$ cat config.mk
export PLATFORM = sky130hd
export DESIGN_NAME = rwpc_top
export DESIGN_NICKNAME = d
export VERILOG_FILES = /design/src/rwpc_pkg.sv /design/src/rwpc_top.sv
export SDC_FILE = /design/constraint.sdc
export NUM_CORES = 1
export LEC_CHECK = 0
export BUFFER_PORTS_ARGS = -buffer_cell sky130_fd_sc_hd__buf_2
export CAP_MARGIN = 20
export CORE_ASPECT_RATIO = 1.4
export CORE_MARGIN = 2
export CORE_UTILIZATION = 45
export DETAILED_ROUTE_END_ITERATION = 6
export PLACE_DENSITY_LB_ADDON = 0.2
export SETUP_SLACK_MARGIN = 0.5
export SLEW_MARGIN = 10
export SYNTH_ARGS = -nofsm -noshare
export SYNTH_HDL_FRONTEND = slang
export SYNTH_SLANG_ARGS = --single-unit
$ cat constraint.sdc
create_clock -name clk_i -period 2.1 [get_ports clk_i]
set_clock_uncertainty 0.1 [all_clocks]
set_input_delay 0.105 -clock clk_i [delete_from_list [all_inputs] [get_ports clk_i]]
set_output_delay 0.105 -clock clk_i [all_outputs]
set_load 0.005 [all_outputs]
$ cat src/rwpc_pkg.sv
// Shared constants and types for the reset, wake-up and power control block
package rwpc_pkg;
   // ****************************************
   // Clock and timing
   // ****************************************
   localparam int CLK_MHZ = 125;
   // Default wake-up count on the oscillator-qualified clock
   localparam int WAKE_CYCLES_DEF = 2048;
   // Reset pin must hold a new level this many nanoseconds before it is believed
   localparam int GLITCH_NS = 80;
   localparam int GLITCH_CYCLES = (GLITCH_NS * CLK_MHZ) / 1000;
   localparam int GLITCH_W = 8;

   // ****************************************
   // Code security
   // ****************************************
   localparam logic [31:0] SECURE_KEY = 32'h87654321;
   localparam logic [11:0] SECURE_KEY_ADDR = 12'h1FC;
   localparam logic [31:0] RESET_VECTOR_ADDR = 32'h00000000;

   // ****************************************
   // Software settings and their reset values
   // ****************************************
   typedef enum logic [1:0] {
      RWPC_DIV_QUARTER = 2'h0,
      RWPC_DIV_FULL = 2'h1,
      RWPC_DIV_HALF = 2'h2
   } rwpc_div_t;
   localparam rwpc_div_t PCLK_DIV_RESET = RWPC_DIV_QUARTER;
   localparam logic [1:0] DIV_CNT_HALF_LAST = 2'h1;
   localparam logic [1:0] DIV_CNT_QUARTER_LAST = 2'h3;

   typedef enum logic {
      RWPC_MAP_FLASH = 1'h0,
      RWPC_MAP_SRAM = 1'h1
   } rwpc_map_t;
   localparam rwpc_map_t VECTOR_MAP_RESET = RWPC_MAP_FLASH;

   typedef enum logic [1:0] {
      RWPC_PWR_RUN = 2'h0,
      RWPC_PWR_IDLE = 2'h1,
      RWPC_PWR_DOWN = 2'h2,
      RWPC_PWR_WAKE = 2'h3
   } rwpc_pwr_t;

   localparam int NUM_EINT = 3;
   localparam int NUM_CAP = 10;
   localparam int NUM_PERIPH_DEF = 8;
endpackage : rwpc_pkg

$ cat src/rwpc_top.sv
// Reset sequencing, wake-up timer, power modes, wake sources and peripheral clock division
`timescale 1ns/1ps
module rwpc_top #(
   parameter int WAKE_CYCLES = rwpc_pkg::WAKE_CYCLES_DEF,
   parameter int NUM_PERIPH = rwpc_pkg::NUM_PERIPH_DEF
) (
   input wire logic clk_i,
   input wire logic reset_n_i,
   input wire logic ext_reset_n_i,
   input wire logic wdt_reset_i,
   input wire logic osc_running_i,
   input wire logic flash_init_done_i,
   input wire logic flash_word_valid_i,
   input wire logic flash_checksum_ok_i,
   input wire logic [31:0] flash_word_i,
   input wire logic in_system_programming_erase_i,
   input wire logic [rwpc_pkg::NUM_EINT-1:0] eint_i,
   input wire logic [rwpc_pkg::NUM_EINT-1:0] eint_level_mode_i,
   input wire logic [rwpc_pkg::NUM_EINT-1:0] eint_wake_en_i,
   input wire logic [rwpc_pkg::NUM_EINT-1:0] eint_clear_i,
   input wire logic [rwpc_pkg::NUM_CAP-1:0] cap_i,
   input wire logic [rwpc_pkg::NUM_CAP-1:0] cap_int_en_i,
   input wire logic [rwpc_pkg::NUM_CAP-1:0] cap_clear_i,
   input wire logic periph_irq_i,
   input wire logic pclk_div_wr_i,
   input wire logic [1:0] pclk_div_i,
   input wire logic vector_map_wr_i,
   input wire logic vector_map_i,
   input wire logic periph_enable_wr_i,
   input wire logic [NUM_PERIPH-1:0] periph_enable_i,
   input wire logic idle_req_i,
   input wire logic pdown_req_i,
   input wire logic pll_running_i,
   input wire logic rtc_use_ext32k_i,
   output logic chip_reset_n_o,
   output logic [31:0] reset_vector_o,
   output logic cpu_clock_en_o,
   output logic pclk_en_o,
   output logic [NUM_PERIPH-1:0] periph_clk_en_o,
   output logic osc_enable_o,
   output logic pll_keep_o,
   output logic rtc_active_o,
   output logic pins_hold_o,
   output logic debug_disable_o,
   output logic vector_map_sram_o,
   output logic [1:0] pclk_div_o,
   output logic [1:0] power_state_o,
   output logic [rwpc_pkg::NUM_EINT-1:0] eint_flag_o,
   output logic [rwpc_pkg::NUM_CAP-1:0] cap_flag_o,
   output logic irq_o
);
   localparam int WCNT_W = $clog2(WAKE_CYCLES + 1);
   localparam logic [WCNT_W-1:0] WAKE_LAST = WCNT_W'(WAKE_CYCLES - 1);
   localparam logic [rwpc_pkg::GLITCH_W-1:0] GLITCH_LAST = rwpc_pkg::GLITCH_W'(rwpc_pkg::GLITCH_CYCLES - 1);

   typedef enum logic [2:0] {
      ST_WAIT_OSC,
      ST_WAKE_COUNT,
      ST_WAIT_FLASH,
      ST_RUN,
      ST_IDLE,
      ST_PDOWN
   } rwpc_state_t;

   // ****************************************
   // Input synchronisers
   // ****************************************
   logic ext_meta, ext_sync, osc_meta, osc_sync;
   logic [rwpc_pkg::NUM_EINT-1:0] eint_meta, eint_sync, eint_prev;
   logic [rwpc_pkg::NUM_CAP-1:0] cap_meta, cap_sync, cap_prev;

   always_ff @(posedge clk_i or negedge reset_n_i) begin
      if (!reset_n_i) begin
         ext_meta <= 1'b0;
         ext_sync <= 1'b0;
         osc_meta <= 1'b0;
         osc_sync <= 1'b0;
         eint_meta <= '0;
         eint_sync <= '0;
         cap_meta <= '0;
         cap_sync <= '0;
      end else begin
         ext_meta <= ext_reset_n_i;
         ext_sync <= ext_meta;
         osc_meta <= osc_running_i;
         osc_sync <= osc_meta;
         eint_meta <= eint_i;
         eint_sync <= eint_meta;
         cap_meta <= cap_i;
         cap_sync <= cap_meta;
      end
   end

   // ****************************************
   // Reset pin glitch filter
   // ****************************************
   logic ext_filt_n;
   logic [rwpc_pkg::GLITCH_W-1:0] glitch_cnt;

   always_ff @(posedge clk_i or negedge reset_n_i) begin
      if (!reset_n_i) begin
         ext_filt_n <= 1'b0;
         glitch_cnt <= '0;
      end else if (ext_sync == ext_filt_n) begin
         glitch_cnt <= '0;
      end else if (glitch_cnt == GLITCH_LAST) begin
         ext_filt_n <= ext_sync;
         glitch_cnt <= '0;
      end else begin
         glitch_cnt <= glitch_cnt + 1'b1;
      end
   end

   logic reset_src;
   assign reset_src = !ext_filt_n || wdt_reset_i;

   // ****************************************
   // Interrupt and wake sources
   // ****************************************
   logic any_irq, pd_wake;

   // edge or level external interrupts, set wins over clear
   always_ff @(posedge clk_i or negedge reset_n_i) begin
      if (!reset_n_i) begin
         eint_prev <= '0;
         eint_flag_o <= '0;
      end else begin
         eint_prev <= eint_sync;
         for (int i = 0; i < rwpc_pkg::NUM_EINT; i++) begin
            if (eint_level_mode_i[i]) begin
               eint_flag_o[i] <= eint_sync[i];
            end else if (eint_sync[i] && !eint_prev[i]) begin
               eint_flag_o[i] <= 1'b1;
            end else if (eint_clear_i[i]) begin
               eint_flag_o[i] <= 1'b0;
            end
         end
      end
   end

   // capture inputs as interrupts, not Power-down wake sources
   always_ff @(posedge clk_i or negedge reset_n_i) begin
      if (!reset_n_i) begin
         cap_prev <= '0;
         cap_flag_o <= '0;
      end else begin
         cap_prev <= cap_sync;
         cap_flag_o <= (cap_flag_o & ~cap_clear_i) | (cap_sync & ~cap_prev & cap_int_en_i);
      end
   end

   assign any_irq = (|eint_flag_o) || (|cap_flag_o) || periph_irq_i;
   // only wake-enabled external interrupts or a reset source end Power-down
   assign pd_wake = |(eint_flag_o & eint_wake_en_i);
   assign irq_o = any_irq;

   // ****************************************
   // Power and reset sequencer
   // ****************************************
   rwpc_state_t state, next_state;
   logic from_reset, next_from_reset;
   logic [WCNT_W-1:0] wake_cnt;

   always_comb begin
      next_state = state;
      next_from_reset = from_reset;
      // any reset source restarts the sequence
      if (reset_src) begin
         next_state = ST_WAIT_OSC;
         next_from_reset = 1'b1;
      end else begin
         case (state)
            ST_WAIT_OSC: begin
               if (osc_sync) begin
                  next_state = ST_WAKE_COUNT;
               end
            end
            ST_WAKE_COUNT: begin
               if (!osc_sync) begin
                  next_state = ST_WAIT_OSC;
               end else if (wake_cnt == WAKE_LAST) begin
                  next_state = from_reset ? ST_WAIT_FLASH : ST_RUN;
               end
            end
            // flash must finish before reset release
            ST_WAIT_FLASH: begin
               // Oscillator loss here must not let reset go; rerun the wake timer instead
               if (!osc_sync) begin
                  next_state = ST_WAIT_OSC;
               end else if (flash_init_done_i) begin
                  next_state = ST_RUN;
                  next_from_reset = 1'b0;
               end
            end
            ST_RUN: begin
               if (pdown_req_i) begin
                  next_state = ST_PDOWN;
               end else if (idle_req_i) begin
                  next_state = ST_IDLE;
               end
            end
            ST_IDLE: begin
               if (any_irq) begin
                  next_state = ST_RUN;
               end
            end
            // wake from Power-down reruns the wake timer
            ST_PDOWN: begin
               if (pd_wake) begin
                  next_state = ST_WAIT_OSC;
               end
            end
            default: begin
               next_state = ST_WAIT_OSC;
               next_from_reset = 1'b1;
            end
         endcase
      end
   end

   always_ff @(posedge clk_i or negedge reset_n_i) begin
      if (!reset_n_i) begin
         state <= ST_WAIT_OSC;
         from_reset <= 1'b1;
      end else begin
         state <= next_state;
         from_reset <= next_from_reset;
      end
   end

   always_ff @(posedge clk_i or negedge reset_n_i) begin
      if (!reset_n_i) begin
         wake_cnt <= '0;
      end else if (state == ST_WAKE_COUNT && next_state == ST_WAKE_COUNT) begin
         wake_cnt <= wake_cnt + 1'b1;
      end else begin
         wake_cnt <= '0;
      end
   end

   // internal reset held until the sequence completes
   always_ff @(posedge clk_i or negedge reset_n_i) begin
      if (!reset_n_i) begin
         chip_reset_n_o <= 1'b0;
      end else begin
         chip_reset_n_o <= !next_from_reset;
      end
   end

   // fetch starts at the reset vector
   always_ff @(posedge clk_i or negedge reset_n_i) begin
      if (!reset_n_i) begin
         reset_vector_o <= rwpc_pkg::RESET_VECTOR_ADDR;
      end else begin
         reset_vector_o <= rwpc_pkg::RESET_VECTOR_ADDR;
      end
   end

   // ****************************************
   // Software settings
   // ****************************************
   logic in_reset;
   assign in_reset = !chip_reset_n_o;

   // settings forced to reset values while internal reset holds
   always_ff @(posedge clk_i or negedge reset_n_i) begin
      if (!reset_n_i) begin
         pclk_div_o <= rwpc_pkg::PCLK_DIV_RESET;
      end else if (in_reset) begin
         pclk_div_o <= rwpc_pkg::PCLK_DIV_RESET;
      end else if (pclk_div_wr_i) begin
         pclk_div_o <= pclk_div_i;
      end
   end

   always_ff @(posedge clk_i or negedge reset_n_i) begin
      if (!reset_n_i) begin
         vector_map_sram_o <= rwpc_pkg::VECTOR_MAP_RESET;
      end else if (in_reset) begin
         vector_map_sram_o <= rwpc_pkg::VECTOR_MAP_RESET;
      end else if (vector_map_wr_i) begin
         vector_map_sram_o <= vector_map_i;
      end
   end

   logic [NUM_PERIPH-1:0] periph_on;
   always_ff @(posedge clk_i or negedge reset_n_i) begin
      if (!reset_n_i) begin
         periph_on <= '1;
      end else if (in_reset) begin
         periph_on <= '1;
      end else if (periph_enable_wr_i) begin
         periph_on <= periph_enable_i;
      end
   end

   // ****************************************
   // Debug lock
   // ****************************************
   // key check while internal reset holds; only an erase unlocks, a match wins
   always_ff @(posedge clk_i or negedge reset_n_i) begin
      if (!reset_n_i) begin
         debug_disable_o <= 1'b0;
      end else if (in_reset && flash_word_valid_i && flash_checksum_ok_i
                   && flash_word_i == rwpc_pkg::SECURE_KEY) begin
         debug_disable_o <= 1'b1;
      end else if (in_system_programming_erase_i) begin
         debug_disable_o <= 1'b0;
      end
   end

   // ****************************************
   // Peripheral clock divider and gating
   // ****************************************
   logic [1:0] div_cnt;
   logic [1:0] div_last;
   logic clocks_on;

   // full, half or quarter rate enables
   always_comb begin
      case (pclk_div_o)
         rwpc_pkg::RWPC_DIV_FULL: div_last = '0;
         rwpc_pkg::RWPC_DIV_HALF: div_last = rwpc_pkg::DIV_CNT_HALF_LAST;
         default: div_last = rwpc_pkg::DIV_CNT_QUARTER_LAST;
      endcase
   end

   assign clocks_on = (state != ST_PDOWN);

   always_ff @(posedge clk_i or negedge reset_n_i) begin
      if (!reset_n_i) begin
         div_cnt <= '0;
         pclk_en_o <= 1'b0;
      end else if (!clocks_on) begin
         div_cnt <= '0;
         pclk_en_o <= 1'b0;
      end else begin
         pclk_en_o <= (div_cnt >= div_last);
         div_cnt <= (div_cnt >= div_last) ? 2'h0 : div_cnt + 1'b1;
      end
   end

   // peripheral clocks keep running in Idle
   generate
      for (genvar p = 0; p < NUM_PERIPH; p++) begin : g_periph
         always_ff @(posedge clk_i or negedge reset_n_i) begin
            if (!reset_n_i) begin
               periph_clk_en_o[p] <= 1'b0;
            end else begin
               periph_clk_en_o[p] <= clocks_on && periph_on[p] && (div_cnt >= div_last);
            end
         end
      end
   endgenerate

   // ****************************************
   // Power outputs
   // ****************************************
   // cpu clock stops in Idle and Power-down
   always_ff @(posedge clk_i or negedge reset_n_i) begin
      if (!reset_n_i) begin
         cpu_clock_en_o <= 1'b1;
         osc_enable_o <= 1'b1;
         pins_hold_o <= 1'b0;
         pll_keep_o <= 1'b0;
         rtc_active_o <= 1'b0;
      end else begin
         cpu_clock_en_o <= (next_state != ST_IDLE) && (next_state != ST_PDOWN);
         osc_enable_o <= (next_state != ST_PDOWN);
         pins_hold_o <= (next_state == ST_PDOWN);
         pll_keep_o <= pll_running_i && (next_state != ST_PDOWN);
         // RTC on 32 kHz survives Power-down
         rtc_active_o <= (next_state != ST_PDOWN) || rtc_use_ext32k_i;
      end
   end

   always_comb begin
      case (state)
         ST_RUN: power_state_o = rwpc_pkg::RWPC_PWR_RUN;
         ST_IDLE: power_state_o = rwpc_pkg::RWPC_PWR_IDLE;
         ST_PDOWN: power_state_o = rwpc_pkg::RWPC_PWR_DOWN;
         default: power_state_o = rwpc_pkg::RWPC_PWR_WAKE;
      endcase
   end
endmodule : rwpc_top

## Yosys cells after proc, flatten, opt, wreduce, memory -nomap -nowiden

Index checks and enable logic that the tools add are counted.

| word-level totals | value |
|---|---|
| bits in registers | 110 |
| bits of input ports | 102 |
| output and inout bits | 67 |

| operators by class | value |
|---|---|
| muxes and demuxes | 41 |
| bitwise operators | 8 |
| eq/ne operators | 19 |
| reduce and logical (&&, ||, !) cells | 45 |
| add/subtract/negate cells | 3 |
| $lt $le $gt $ge | 1 |

Operator list:

| cell | count |
|---|---|
| equality test 32 bit, second input constant | 1 |
| 2-to-1 mux 8 bit | 4 |
| bitwise AND 10 bit | 3 |
| 2-to-1 mux 3 bit | 10 |
| logical AND 1 bit | 25 |
| NOT 10 bit | 2 |
| 2-to-1 mux 1 bit | 18 |
| case mux 3 bit (6 select lines) | 1 |
| adder 12 x 1 -> 12 bit, second input constant | 1 |
| equality test 12 x 11 -> 1 bit, second input constant | 1 |
| 2-to-1 mux 12 bit | 1 |
| OR 10 bit | 1 |
| OR reduction 10 bit | 1 |
| equality test 3 bit, second input constant | 3 |
| != test 3 bit, second input constant | 3 |
| nonzero test 3 bit | 3 |
| adder 8 x 1 -> 8 bit, second input constant | 1 |
| equality test 8 x 4 -> 1 bit, second input constant | 1 |
| 2-to-1 mux 2 bit | 4 |
| equality test 3 x 1 -> 1 bit, second input constant | 2 |
| equality test 3 x 2 -> 1 bit, second input constant | 2 |
| zero test 1 bit | 6 |
| != test 2 bit, second input constant | 3 |
| case mux 2 bit (3 select lines) | 1 |
| other kinds (15) | 19 |

## Logic depth before layout (Yosys ltp)

Gate-level depths: netlist (run 1).

| depth | value |
|---|---|
| word-level depth | 9 |
| depth in mapped cells | 8 |

## Worst setup path after synthesis (run 1)

Ideal clock, no wire load.

| timing | value |
|---|---|
| path kind | reg2reg |
| start point | register wake_cnt[0] |
| end point | register wake_cnt[5] |
| stages on the path, launching flop included | 8 |
| data required time | 1.865 ns |
| slack | 0.251 ns |
| library setup time | 0.135 ns |
| arrival | 1.614 ns |
| cell sequence | dfrtp_1 > ha_1 > nand3_1 > nor4_1 > nor3_1 > a211oi_2 > buf_4 > nor4_1 |

| between the ends | value |
|---|---|
| cells in the longest elaborated chain, start to end | 8 |

RTL lines:

| what | RTL line | RTL |
|---|---|---|
| from (decl) | rwpc_top.sv:162 | `logic [WCNT_W-1:0] wake_cnt;` |
| from (signal assigned) | rwpc_top.sv:235 | `wake_cnt <= wake_cnt + 1'b1;` |
| equality test 12 x 11 -> 1 bit | rwpc_top.sv:181 | `end else if (wake_cnt == WAKE_LAST) begin` |
| 2-to-1 mux 3 bit | rwpc_top.sv:181 |  |
| 2-to-1 mux 3 bit | rwpc_top.sv:179 | `if (!osc_sync) begin` |
| case mux 3 bit (6 select lines) | rwpc_top.sv:172 | `case (state)` |
| 2-to-1 mux 3 bit | rwpc_top.sv:168 | `if (reset_src) begin` |
| equality test 3 x 1 -> 1 bit | rwpc_top.sv:234 | `end else if (state == ST_WAKE_COUNT && next_state == ST_WAKE_COUNT) begin` |
| logical AND 1 bit | rwpc_top.sv:234 |  |
| 2-to-1 mux 12 bit (*) | rwpc_top.sv:234 |  |

Mark *: on every way between the ends. The rest lies on a longest branch, timed or not.
A chain may end at the register's enable or synchronous reset.

## Final worst setup path (run 1)

| timing | value |
|---|---|
| start point | register cap_flag_o[1] (netlist name) |
| end point | register wake_cnt[6] |

| between the ends | value |
|---|---|
| cells in the longest elaborated chain, start to end | 9 |

RTL lines:

| what | RTL line | RTL |
|---|---|---|
| from (decl) | rwpc_top.sv:49 | `output logic [rwpc_pkg::NUM_CAP-1:0] cap_flag_o,` |
| from (signal assigned) | rwpc_top.sv:148 | `cap_flag_o <= (cap_flag_o & ~cap_clear_i) \| (cap_sync & ~cap_prev & cap_int_en_i);` |
| OR reduction 10 bit | rwpc_top.sv:152 | `assign any_irq = (\|eint_flag_o) \|\| (\|cap_flag_o) \|\| periph_irq_i;` |
| logical OR 1 bit (2 in a row) | rwpc_top.sv:152 |  |
| 2-to-1 mux 3 bit | rwpc_top.sv:203 | `if (any_irq) begin` |
| case mux 3 bit (6 select lines) | rwpc_top.sv:172 |  |
| 2-to-1 mux 3 bit | rwpc_top.sv:168 |  |
| equality test 3 x 1 -> 1 bit | rwpc_top.sv:234 |  |
| logical AND 1 bit | rwpc_top.sv:234 |  |
| 2-to-1 mux 12 bit | rwpc_top.sv:234 |  |

Every way passes these cells.

==> run_results.csv, run 1 <==
group,metric,value,unit
finish,multi_input_area,1530,µm²
timing,finalMaxSlewViolations,0,
drt,routedWlPerCell,14.0,µm
logic_synthesis,synth.distinct_cells,45,
logic_synthesis,synth_area,4380,µm²
timing,period_share,86.4,%
drt,vias,3402,
cts,cts_htree_levels,3,
logic_synthesis,postSynthAreaPerCell,12.0,µm²
cts,clkTransAtPathRegs,0.07,ns
power,p_int,3.28,mW
placement,gp_congestion,0.802,
global_routing,busiest_layer,"met2",
placement,port_buffers,136,
worst_setup_path,endpoint_kind,"flip-flop",
logic_synthesis,synth_edf_count,0,
finish,layout.area.seq,2770,µm²
timing,relSlewSlack,63.1,%
timing,tns,0,ns
run_status,status,"complete, but fails checks",
drt,viasPerCell,4.78,
global_routing,grt_pass1_vias,3485,
drt,drt_iter0_drc,138,
finish,fillers,688,
logic_synthesis,async_flop_share,100,%
power,p_switching,1.01,mW
run_status,violations,"hold timing",
global_routing,gr-usage-all-layers,19.5,%
worst_setup_path,worstPathArrival,1.92,ns
timing,hold_ws,-0.0324,ns
global_routing,grt_use_met3,4.23,%
min_path,hp-class,"in -> reg",
die,row_count,42,
global_routing,antenna_found_initial,0,
cts,numCtsBuffers,9,
finish,finalNonFillerCells,712,
power,peakVddDrop,0.560,mV
die,start_util,46.3,%
finish,layout.cells.most_common_list,"134 x buf_2, 96 x dfrtp_1, 67 x dlygate4sd3_1",
global_routing,grt_pass1_wl,15.8,mm
finish,fin_nets,705,
cts,cts_tree,"yes",
power,clock_power_share,37.4,%
finish,insertedDiodeCount,0,
cts,clock-sinks,110,
finish,layout-drive-gt1-share,37.0,%
global_routing,grt_max_degree,46,
global_routing,grt_use_met2,34.5,%
power,seqPwrFrac,52.3,%
timing,finalHoldViolCount,1,
finish,mostFrequentLayoutCell,"buf_2",
die,boundaryPins,169,
job,maxCapViolCount,0,
die,core_area,9460,µm²
logic_synthesis,syn_inst,366,
cts,cts_root_buf,"clkbuf_16",
worst_setup_path,critPathRequiredTime,2.21,ns
cts,clk_latency,0.35,ns
timing,period_needed,1.81,ns
timing,worst_slew_pin_slew,0.554,ns
power,p_per_area,674,nW/µm²
logic_synthesis,ys_warn_count,0,
finish,area_growth,45.2,%
finish,stdcell_area,6360,µm²
logic_synthesis,synth_ff_type,"dfrtp_1",
placement,postPlaceCellArea,5120,µm²
drt,dr.pass1.iters,4,
power,cellLeakagePower,3.13,nW
drt,ant_nets,0,
timing,fmax,0.551,GHz
cts,clock_path_buffers,2,
logic_synthesis,ys_ff_latch,110,
worst_setup_path,crit_path_start_kind,"flip-flop",
worst_setup_path,worstPathMaxFanout,6,
timing,rsz0062_at_grt,"true",
placement,place_hpwl,6.69,mm
power,comb_power_share,10.3,%
die,die_area,10600,µm²
drt,drc_errors,0,
die,dieHeight,121,µm
timing,finalSetupViolations,0,
global_routing,grt_overflow,0,
placement,post-place-cells,611,
die,die_w,87.4,µm
global_routing,grt.met1_usage,21.9,%
drt,routed_wl,9.99,mm
logic_synthesis,synth-seq-area-share,63.2,%
worst_setup_path,crit_type,"reg -> reg",
power,p_sw_share,23.5,%
worst paths after layout:
| check | slack, ns | cells after the start | from | endpoint |
|---|---|---|---|---|
| setup reg to reg | 0.29 | 6 | cap_flag_o[1]$_DFF_PN0_ | wake_cnt[6]$_DFF_PN0_ |
| setup / recovery | 0.29 | 6 | cap_flag_o[1]$_DFF_PN0_ | wake_cnt[6]$_DFF_PN0_ |
| hold reg to reg | 0.25 | 0 | ext_meta$_DFF_PN0_ | ext_sync$_DFF_PN0_ |
| min in group asynchronous | 0.18 | 2 | reset_n_i | cap_meta[8]$_DFF_PN0_ |
| hold / removal | -0.03 | 3 | flash_word_i[16] | debug_disable_o$_DFFE_PN0P_ |
| max in group asynchronous | 1.03 | 3 | reset_n_i | from_reset$_DFF_PN1_ |
logic make-up (layout without fill, tap and decap cells):
logic type	after synthesis	count (layout)	synth area share (%)
flops	110	110	63.2
other cells	1	32	0.0856
mux	12	12	2.77
buf+inv	62	267	8.23
xor+xnor	18	18	3.60
simple gates	129	129	15.7
compound gates	28	28	4.71
fa+ha+maj	6	6	1.71
cell usage after synthesis (2+ instances only):
cell type	count	area share, %
nor2b_1	8	1.1
and3_1	5	0.71
nand4_1	5	0.71
inv_2	3	0.26
dfstp_2	11	6.6
ha_1	6	1.7
nor4b_1	3	0.60
nand2_1	30	2.6
nor3_1	7	0.80
xor2_1	9	1.8
nand3_1	11	1.3
a21oi_1	3	0.34
inv_1	22	1.9
nor4bb_1	2	0.46
mux2i_1	11	2.5
or2_2	2	0.29
buf_4	34	5.8
nand2b_1	5	0.71
and2_1	10	1.4
a22o_1	4	0.80
nor2_1	22	1.9
dfrtp_1	99	57
xnor2_1	9	1.8
clkbuf_1	3	0.26
nor4_1	12	1.7
o22ai_1	11	1.6
power groups by stage:
stage / Clock, mW / Combinational (mW) / Sequential [mW]
after floorplan: 0 / 0.147 / 2.28
after global placement: 0 / 0.292 / 2.28
after detailed placement: 0 / 0.297 / 2.28
after CTS: 1.65 / 0.419 / 2.24
after global routing: 1.75 / 0.491 / 2.25
final: 1.60 / 0.442 / 2.24
cell type report:
type	count	area share [%]
clock inverter	6	0.846
timing repair buffer	226	24.4
inverter	25	1.48
tap	110	2.16
sequential	110	43.6
clock buffer	10	3.60
multi-input combinational	225	24.0
routing by layer:
| metal | part of all wire [%] | vias up |
|---|---|---|
| li1 | - | 1634 |
| met1 | 38 | 1659 |
| met2 | 56 | 84 |
| met3 | 3.5 | 25 |
| met4 | 2.9 | 0 |
| met5 | 0 | - |
through the flow:
step / total power [mW] / worst slack, ns / utilization, %
finish: 4.29 / 0.286 / 67.2
global route: 4.49 / 0.162 / 67.2
CTS: 4.31 / 0.250 / 66.0
detailed placement: 2.58 / 0.145 / 54.2
global placement: 2.57 / 0.194 / 54.2
floorplan: 2.42 / 0.299 / -
state kept, by name, summed over array words and instances (netlist names), 8 cells and up:
signal / cells
cap_meta: 10
cap_prev: 10
cap_sync: 10
cap_flag_o: 10
glitch_cnt: 8
periph_clk_en_o: 8
periph_on: 8
wake_cnt: 12
worst max-delay path: stages (launching register included):
cell and delay [ns]:
dfrtp_1 0.40, nor4_2 0.30, nand4_1 0.17, nor2b_1 0.17, a211oi_2 0.27, buf_4 0.21
nor3_1 0.06
timing repair:
action | CTS | global route
gates cloned | 1 | 0
hold buffers | 68 | 0
buffers inserted | 9 | 8
hold endpoints to repair | 76 | 0
gates resized for setup | 18 | 14
setup endpoints to repair | 28 | 43
pin swaps | 14 | 6
(Power assumes the default switching activity.)
==> run 2, diff against run 1 <==
--- a/config.mk
+++ b/config.mk
@@ -12,6 +12,7 @@
 export CORE_UTILIZATION = 45
 export DETAILED_ROUTE_END_ITERATION = 6
 export PLACE_DENSITY_LB_ADDON = 0.2
+export REMOVE_ABC_BUFFERS = 1
 export SETUP_SLACK_MARGIN = 0.5
 export SLEW_MARGIN = 10
 export SYNTH_ARGS = -nofsm -noshare
==> run 2 against run 1 <==
Net effect: the run now ends clean; global-route usage rose by 0.38 points; sequential power about the same; critical path depth did not move; first-iteration DRC count up 25%; hold slack improved by 0.061 ns; non-clock buffer count is 4 higher; via count increased by 1.8%.
==> run_results.csv, run 2 (synthesis gave the netlist of run 1 again) <==
group,metric,value,unit
run_status,status,"completed",
worst_setup_path,rrSetupSlack,0.22,ns
die,row_count,42,
drt,ant_nets,0,
worst_setup_path,crit-reg2reg-launch,"state[1]$_DFF_PN0_",
finish,area_growth,48.7,%
worst_setup_path,endpoint_kind,"flip-flop",
worst_setup_path,crit_path_top_delay_cell,"dfrtp_2",
power,clock_power_share,37.6,%
power,comb_power_share,10.2,%
timing,finalSetupViolations,0,
die,die_w,87.4,µm
global_routing,antenna_found_initial,0,
finish,fin_nets,710,
power,p_sw_share,23.3,%
placement,dp_slack,0.0846,ns
finish,layout.cells.most_common_list,"135 x buf_2, 96 x dfrtp_1, 69 x dlygate4sd3_1",
power,p_switching,1.00,mW
timing,worst_slew_pin_slew,0.794,ns
drt,routed_wl,10.3,mm
global_routing,grt_overflow,0,
cts,cts_tree,"yes",
worst_setup_path,startpoint,"state[1]$_DFF_PN0_",
cts,numCtsBuffers,9,
finish,stdcell_area,6520,µm²
drt,wl_met1,3.80,mm
power,p_int,3.30,mW
worst_setup_path,worstPathArrival,1.97,ns
finish,top_register,"wake_cnt",
power,seqPwrFrac,52.1,%
cts,cts_htree_levels,3,
min_path,hp-class,"in -> reg",
min_path,whs_path_depth,3,
worst_setup_path,cp_num_buf_inv,2,
drt,viasPerCell,4.83,
drt,dr.pass1.iters,4,
job,maxCapViolCount,0,
die,start_util,46.3,%
worst_setup_path,crit_path_start_kind,"flip-flop",
min_path,hold_start,"eint_clear_i[1]",
drt,routedWlPerCell,14.3,µm
worst_setup_path,slowest_delay,0.47,ns
die,core_area,9460,µm²
placement,postPlaceCellArea,5110,µm²
worst_setup_path,worstPathMaxFanout,8,
timing,period_needed,1.88,ns
die,die_area,10600,µm²
worst_setup_path,timing.rr.end,"wake_cnt[10]$_DFF_PN0_",
timing,finalMaxSlewViolations,0,
timing,period_share,89.4,%
worst_setup_path,crit_family,"compound AO/OA/AOI/OAI gates",
global_routing,grt_max_degree,49,
cts,clk_latency,0.34,ns
drt,drc_errors,0,
power,peakVddDrop,0.590,mV
placement,gp_congestion,0.844,
timing,relSlewSlack,47.0,%
drt,met2_length,5.62,mm
timing,rsz0062_at_grt,"true",
finish,insertedDiodeCount,0,
finish,layout-drive-gt1-share,39.5,%
die,boundaryPins,169,
die,dieHeight,121,µm
worst_setup_path,r2r_cells,6,
cts,cts_root_buf,"clkbuf_16",
placement,port_buffers,136,
global_routing,grt_pass1_wl,16.3,mm
finish,mostFrequentLayoutCell,"buf_2",
cts,clkTransAtPathRegs,0.07,ns
worst_setup_path,critPathRequiredTime,2.19,ns
drt,met3WireLength,524,µm
finish,largest_reg_flops,12,
global_routing,gr-usage-all-layers,19.9,%
drt,drt_iter0_drc,173,
power,cellLeakagePower,3.16,nW
power,p_per_area,660,nW/µm²
drt,top_layer_used,"met4",
global_routing,grt_pass1_vias,3613,
worst_setup_path,crit_chain,"inv_2, and3_1, a22o_1, a211oi_2, buf_6, nor3_1",
worst_setup_path,crit_type,"reg -> reg",
timing,setup_ws,0.222,ns
min_path,whs_endpoint,"eint_flag_o[1]$_DFFE_PN0P_",
timing,finalHoldViolCount,0,
timing,fmax,0.533,GHz
cts,clock_path_buffers,2,
placement,place_hpwl,6.52,mm
timing,tns,0,ns
cts,clock-sinks,110,
drt,vias,3462,
-- run 2: cell types whose count changed in the layout (fill, tap and decap cells not counted), sizes merged --
cell and delta:
dlygate4sd3 +2, buf +2, clkinv -1, nor2 +1
clkbuf +1
-- run 2: area by class of cell --
class	count	area (µm²)
multi-input combinational	226	1640
inverter	25	93.8
clock buffer	11	243
timing repair buffer	230	1590
clock inverter	5	41.3
tap	110	138
fill	680	2940
sequential	110	2770
-- run 2: worst max-delay path by stage --
| stage | endpoint | slack (ns) | depth (start not counted) |
|---|---|---|---|
| finish | wake_cnt[10]$_DFF_PN0_ | 0.22 | 6 |
| global route | wake_cnt[10]$_DFF_PN0_ | 0.12 | 6 |
| CTS | wake_cnt[10]$_DFF_PN0_ | 0.26 | 6 |
| detailed placement | rtc_active_o$_DFF_PN0_ | 0.08 | 5 |
| global placement | rtc_active_o$_DFF_PN0_ | 0.16 | 5 |
| floorplan | wake_cnt[11]$_DFF_PN0_ | 0.08 | 6 |
-- run 2: power groups by stage --
stage | registers (mW) | clock network [mW] | logic (mW)
detailed placement | 2.28 | 0 | 0.297
finish | 2.24 | 1.62 | 0.440
global placement | 2.28 | 0 | 0.292
global route | 2.25 | 1.75 | 0.487
floorplan | 2.27 | 0 | 0.0999
CTS | 2.25 | 1.66 | 0.422
-- run 2: routing by layer --
layer  up-vias  GRT usage, %
met4         0          10.3
met1      1658          22.6
met3        29          5.26
met2       131          33.8
li1       1644             -
met5         -             0
-- run 2: tightest hold or removal path: cells and delay by family --
kind,cells,cell delay (ns)
compound gates,1,0.21
buf+inv,1,0.08
simple gates,1,0.04
-- run 2: stage by stage --
step / power (mW) / std cells / util (%) / hold slack (ns)
floorplan: 2.37 / 360 / - / -0.291
global placement: 2.57 / 612 / 54.0 / 0.0266
detailed placement: 2.58 / 612 / 54.0 / 0.0337
CTS: 4.33 / 710 / 66.9 / 0.0127
global route: 4.49 / 717 / 68.9 / 0.0164
finish: 4.30 / 717 / 68.9 / 0.0289
-- run 2: timing repair --
| action | CTS | global route |
|---|---|---|
| endpoints found under the setup margin | 31 | 43 |
| setup buffers | 13 | 6 |
| cloned | 0 | 1 |
| hold buffers | 69 | 0 |
| hold endpoints to repair | 83 | 0 |
| resized for setup | 29 | 31 |
| pin swaps | 19 | 19 |
==> run 3, diff against run 2 <==
--- a/config.mk
+++ b/config.mk
@@ -9,7 +9,7 @@
 export CAP_MARGIN = 20
 export CORE_ASPECT_RATIO = 1.4
 export CORE_MARGIN = 2
-export CORE_UTILIZATION = 45
+export CORE_UTILIZATION = 49
 export DETAILED_ROUTE_END_ITERATION = 6
 export PLACE_DENSITY_LB_ADDON = 0.2
 export REMOVE_ABC_BUFFERS = 1
==> constraint.sdc (replaced) <==
create_clock -name clk_i -period 2 [get_ports clk_i]
set_clock_uncertainty 0.1 [all_clocks]
set_input_delay 0.1 -clock clk_i [delete_from_list [all_inputs] [get_ports clk_i]]
set_output_delay 0.1 -clock clk_i [all_outputs]
set_load 0.005 [all_outputs]
==> run 3 against run 2 <==
Net effect: flip-flop and latch count is the same; total power grew 8.8%; via count grew 4.4%; non-clock buffer count grew 18; worst setup slack lost 0.13 ns; core utilization grew 9.0 points; die area shrank 7.8%; clock power grew 14%; sequential share of layout area shrank 1.4 points; global-route usage grew 2.5 points; fmax shrank 1.8%; first-iteration DRC count grew 25%; critical path type unchanged; critical endpoint unchanged; largest power group unchanged.
==> run_results.csv, run 3 (synthesis gave the netlist of run 1 again) <==
group,metric,value,unit
run_status,status,"completed",
placement,place_hpwl,6.36,mm
global_routing,gr-usage-all-layers,22.3,%
cts,cts_tree,"yes",
placement,gp_congestion,0.892,
min_path,whs_endpoint,"eint_flag_o[1]$_DFFE_PN0P_",
finish,mostFrequentLayoutCell,"buf_2",
worst_setup_path,crit_path_top_delay_cell,"dfrtp_1",
power,seqPwrFrac,50.3,%
finish,fin_nets,727,
timing,finalHoldViolCount,0,
placement,post-place-cells,609,
die,boundaryPins,169,
power,p_sw_share,22.9,%
timing,tns,0,ns
cts,clock_path_buffers,2,
min_path,hold_start,"eint_clear_i[1]",
cts,numCtsBuffers,9,
finish,stdcell_area,6740,µm²
power,comb_power_share,10.5,%
cts,clk_latency,0.35,ns
finish,area_growth,53.8,%
power,p_per_area,695,nW/µm²
drt,vias,3614,
worst_setup_path,worstPathMaxFanout,7,
finish,largest_reg_flops,12,
min_path,hp-class,"in -> reg",
die,core_area,8660,µm²
worst_setup_path,timing.rr.end,"wake_cnt[10]$_DFF_PN0_",
drt,viasPerCell,4.96,
finish,top_register,"wake_cnt",
global_routing,grt_max_degree,111,
worst_setup_path,slowest_delay,0.41,ns
timing,rsz0062_at_grt,"true",
placement,postPlaceCellArea,5120,µm²
power,p_int,3.61,mW
timing,relSlewSlack,50.4,%
timing,finalSetupViolations,0,
die,row_count,40,
drt,dr.pass1.iters,5,
worst_setup_path,crit_type,"reg -> reg",
cts,clkTransAtPathRegs,0.07,ns
timing,period_needed,1.91,ns
timing,period_share,95.6,%
drt,routed_wl,11.0,mm
finish,layout-drive-gt1-share,41.7,%
finish,insertedDiodeCount,0,
worst_setup_path,crit_path_start_kind,"flip-flop",
die,start_util,50.6,%
worst_setup_path,crit-reg2reg-launch,"wake_cnt[1]$_DFF_PN0_",
cts,cts_htree_levels,3,
timing,fmax,0.523,GHz
cts,clock-sinks,110,
drt,routedWlPerCell,15.1,µm
power,p_total,4.68,mW
power,peakVddDrop,0.701,mV
global_routing,grt_overflow,0,
global_routing,grt_pass1_wl,16.8,mm
drt,drc_errors,0,
timing,finalMaxSlewViolations,0,
power,clock_power_share,39.2,%
finish,layout.cells.most_common_list,"135 x buf_2, 97 x dfrtp_1, 70 x dlygate4sd3_1",
finish,finalNonFillerCells,729,
global_routing,grt_pass1_vias,3648,
worst_setup_path,critPathRequiredTime,2.11,ns
worst_setup_path,endpoint_kind,"flip-flop",
worst_setup_path,rrSetupSlack,0.09,ns
cts,cts_root_buf,"clkbuf_16",
global_routing,antenna_found_initial,0,
worst_setup_path,crit_chain,"ha_4, nand3_4, nor4_4, nor3_2, a211oi_2, buf_6, nor3_1",
drt,drt_iter0_drc,216,
drt,ant_nets,0,
die,die_w,83.9,µm
placement,port_buffers,136,
die,dieHeight,116,µm
timing,worst_slew_pin_slew,0.743,ns
min_path,whs_path_depth,3,
power,p_switching,1.07,mW
power,cellLeakagePower,3.31,nW
worst_setup_path,worstPathArrival,2.02,ns
worst_setup_path,r2r_cells,7,
die,die_area,9720,µm²
job,maxCapViolCount,0,
run 3: cell types whose count changed in the layout (fill, tap and decap cells not counted), sizes merged:
cell | before | now
inv | 28 | 27
dlymetal6s4s | 0 | 2
clkinv | 2 | 3
clkbuf | 11 | 10
bufinv | 0 | 1
dlygate4sd3 | 69 | 70
buf | 161 | 176
nor2 | 23 | 22
run 3: final cells by class:
cell class              count  area, µm²
inverters                  25       96.3
clock inverters             6       77.6
flip-flops and latches    110       2770
repair buffers            248       1750
clock buffers              10        239
well taps                 105        131
multi-input cells         225       1680
fillers                   530       1920
run 3: metal layers:
| metal | GRT usage, % | part of all wire, % | up-vias |
|---|---|---|---|
| li1 | - | - | 1681 |
| met1 | 25.2 | 36 | 1760 |
| met2 | 40.2 | 55 | 138 |
| met3 | 4.27 | 5.2 | 35 |
| met4 | 12.0 | 3.4 | 0 |
| met5 | 0 | 0 | - |
run 3: how the worst max path moves through the flow:
stage	to	slack, ns	depth (start not counted)	start
floorplan	wake_cnt[11]$_DFF_PN0_	-0.02	6	wake_cnt[0]$_DFF_PN0_
global placement	wake_cnt[3]$_DFF_PN0_	0.11	6	eint_flag_o[0]$_DFFE_PN0P_
detailed placement	wake_cnt[10]$_DFF_PN0_	0.05	6	eint_flag_o[0]$_DFFE_PN0P_
CTS	rtc_active_o$_DFF_PN0_	0.14	5	eint_flag_o[1]$_DFFE_PN0P_
global route	wake_cnt[10]$_DFF_PN0_	0.01	7	wake_cnt[1]$_DFF_PN0_
finish	wake_cnt[10]$_DFF_PN0_	0.09	7	wake_cnt[1]$_DFF_PN0_
run 3: what timing repair did:
| item | 4_1_cts | 5_1_grt |
|---|---|---|
| gates cloned | 2 | 0 |
| hold buffers | 72 | 0 |
| gates resized for setup | 39 | 40 |
| endpoints found under the setup margin | 43 | 38 |
| pin swaps | 23 | 28 |
| hold endpoints to repair | 142 | 0 |
| buffers inserted | 19 | 11 |
run 3: per-stage QoR:
stage	hold WS (ns)	setup slack (ns)	utilization, %
final	0.0269	0.0888	77.8
after detailed placement	0.109	0.0475	59.1
after global routing	0.0310	0.0104	77.8
after CTS	0.0202	0.136	74.5
after global placement	0.108	0.113	59.1
after floorplan	-0.296	-0.0233	-
run 3: power groups by stage:
stage / Combinational, mW / Clock, mW / Sequential (mW)
after global routing: 0.540 / 1.99 / 2.36
after detailed placement: 0.305 / 0 / 2.40
final: 0.492 / 1.84 / 2.35
after floorplan: 0.105 / 0 / 2.39
after global placement: 0.303 / 0 / 2.39
after CTS: 0.468 / 1.88 / 2.35
run 3: worst max-delay path, delay by kind of cell (launching register included):
| family | cells | cell delay [ns] |
|---|---|---|
| AOI/OAI and AO/OA | 1 | 0.31 |
| DFF | 1 | 0.41 |
| adders and majority gates | 1 | 0.17 |
| and+or+nand+nor | 4 | 0.58 |
| buffers and inverters | 1 | 0.20 |
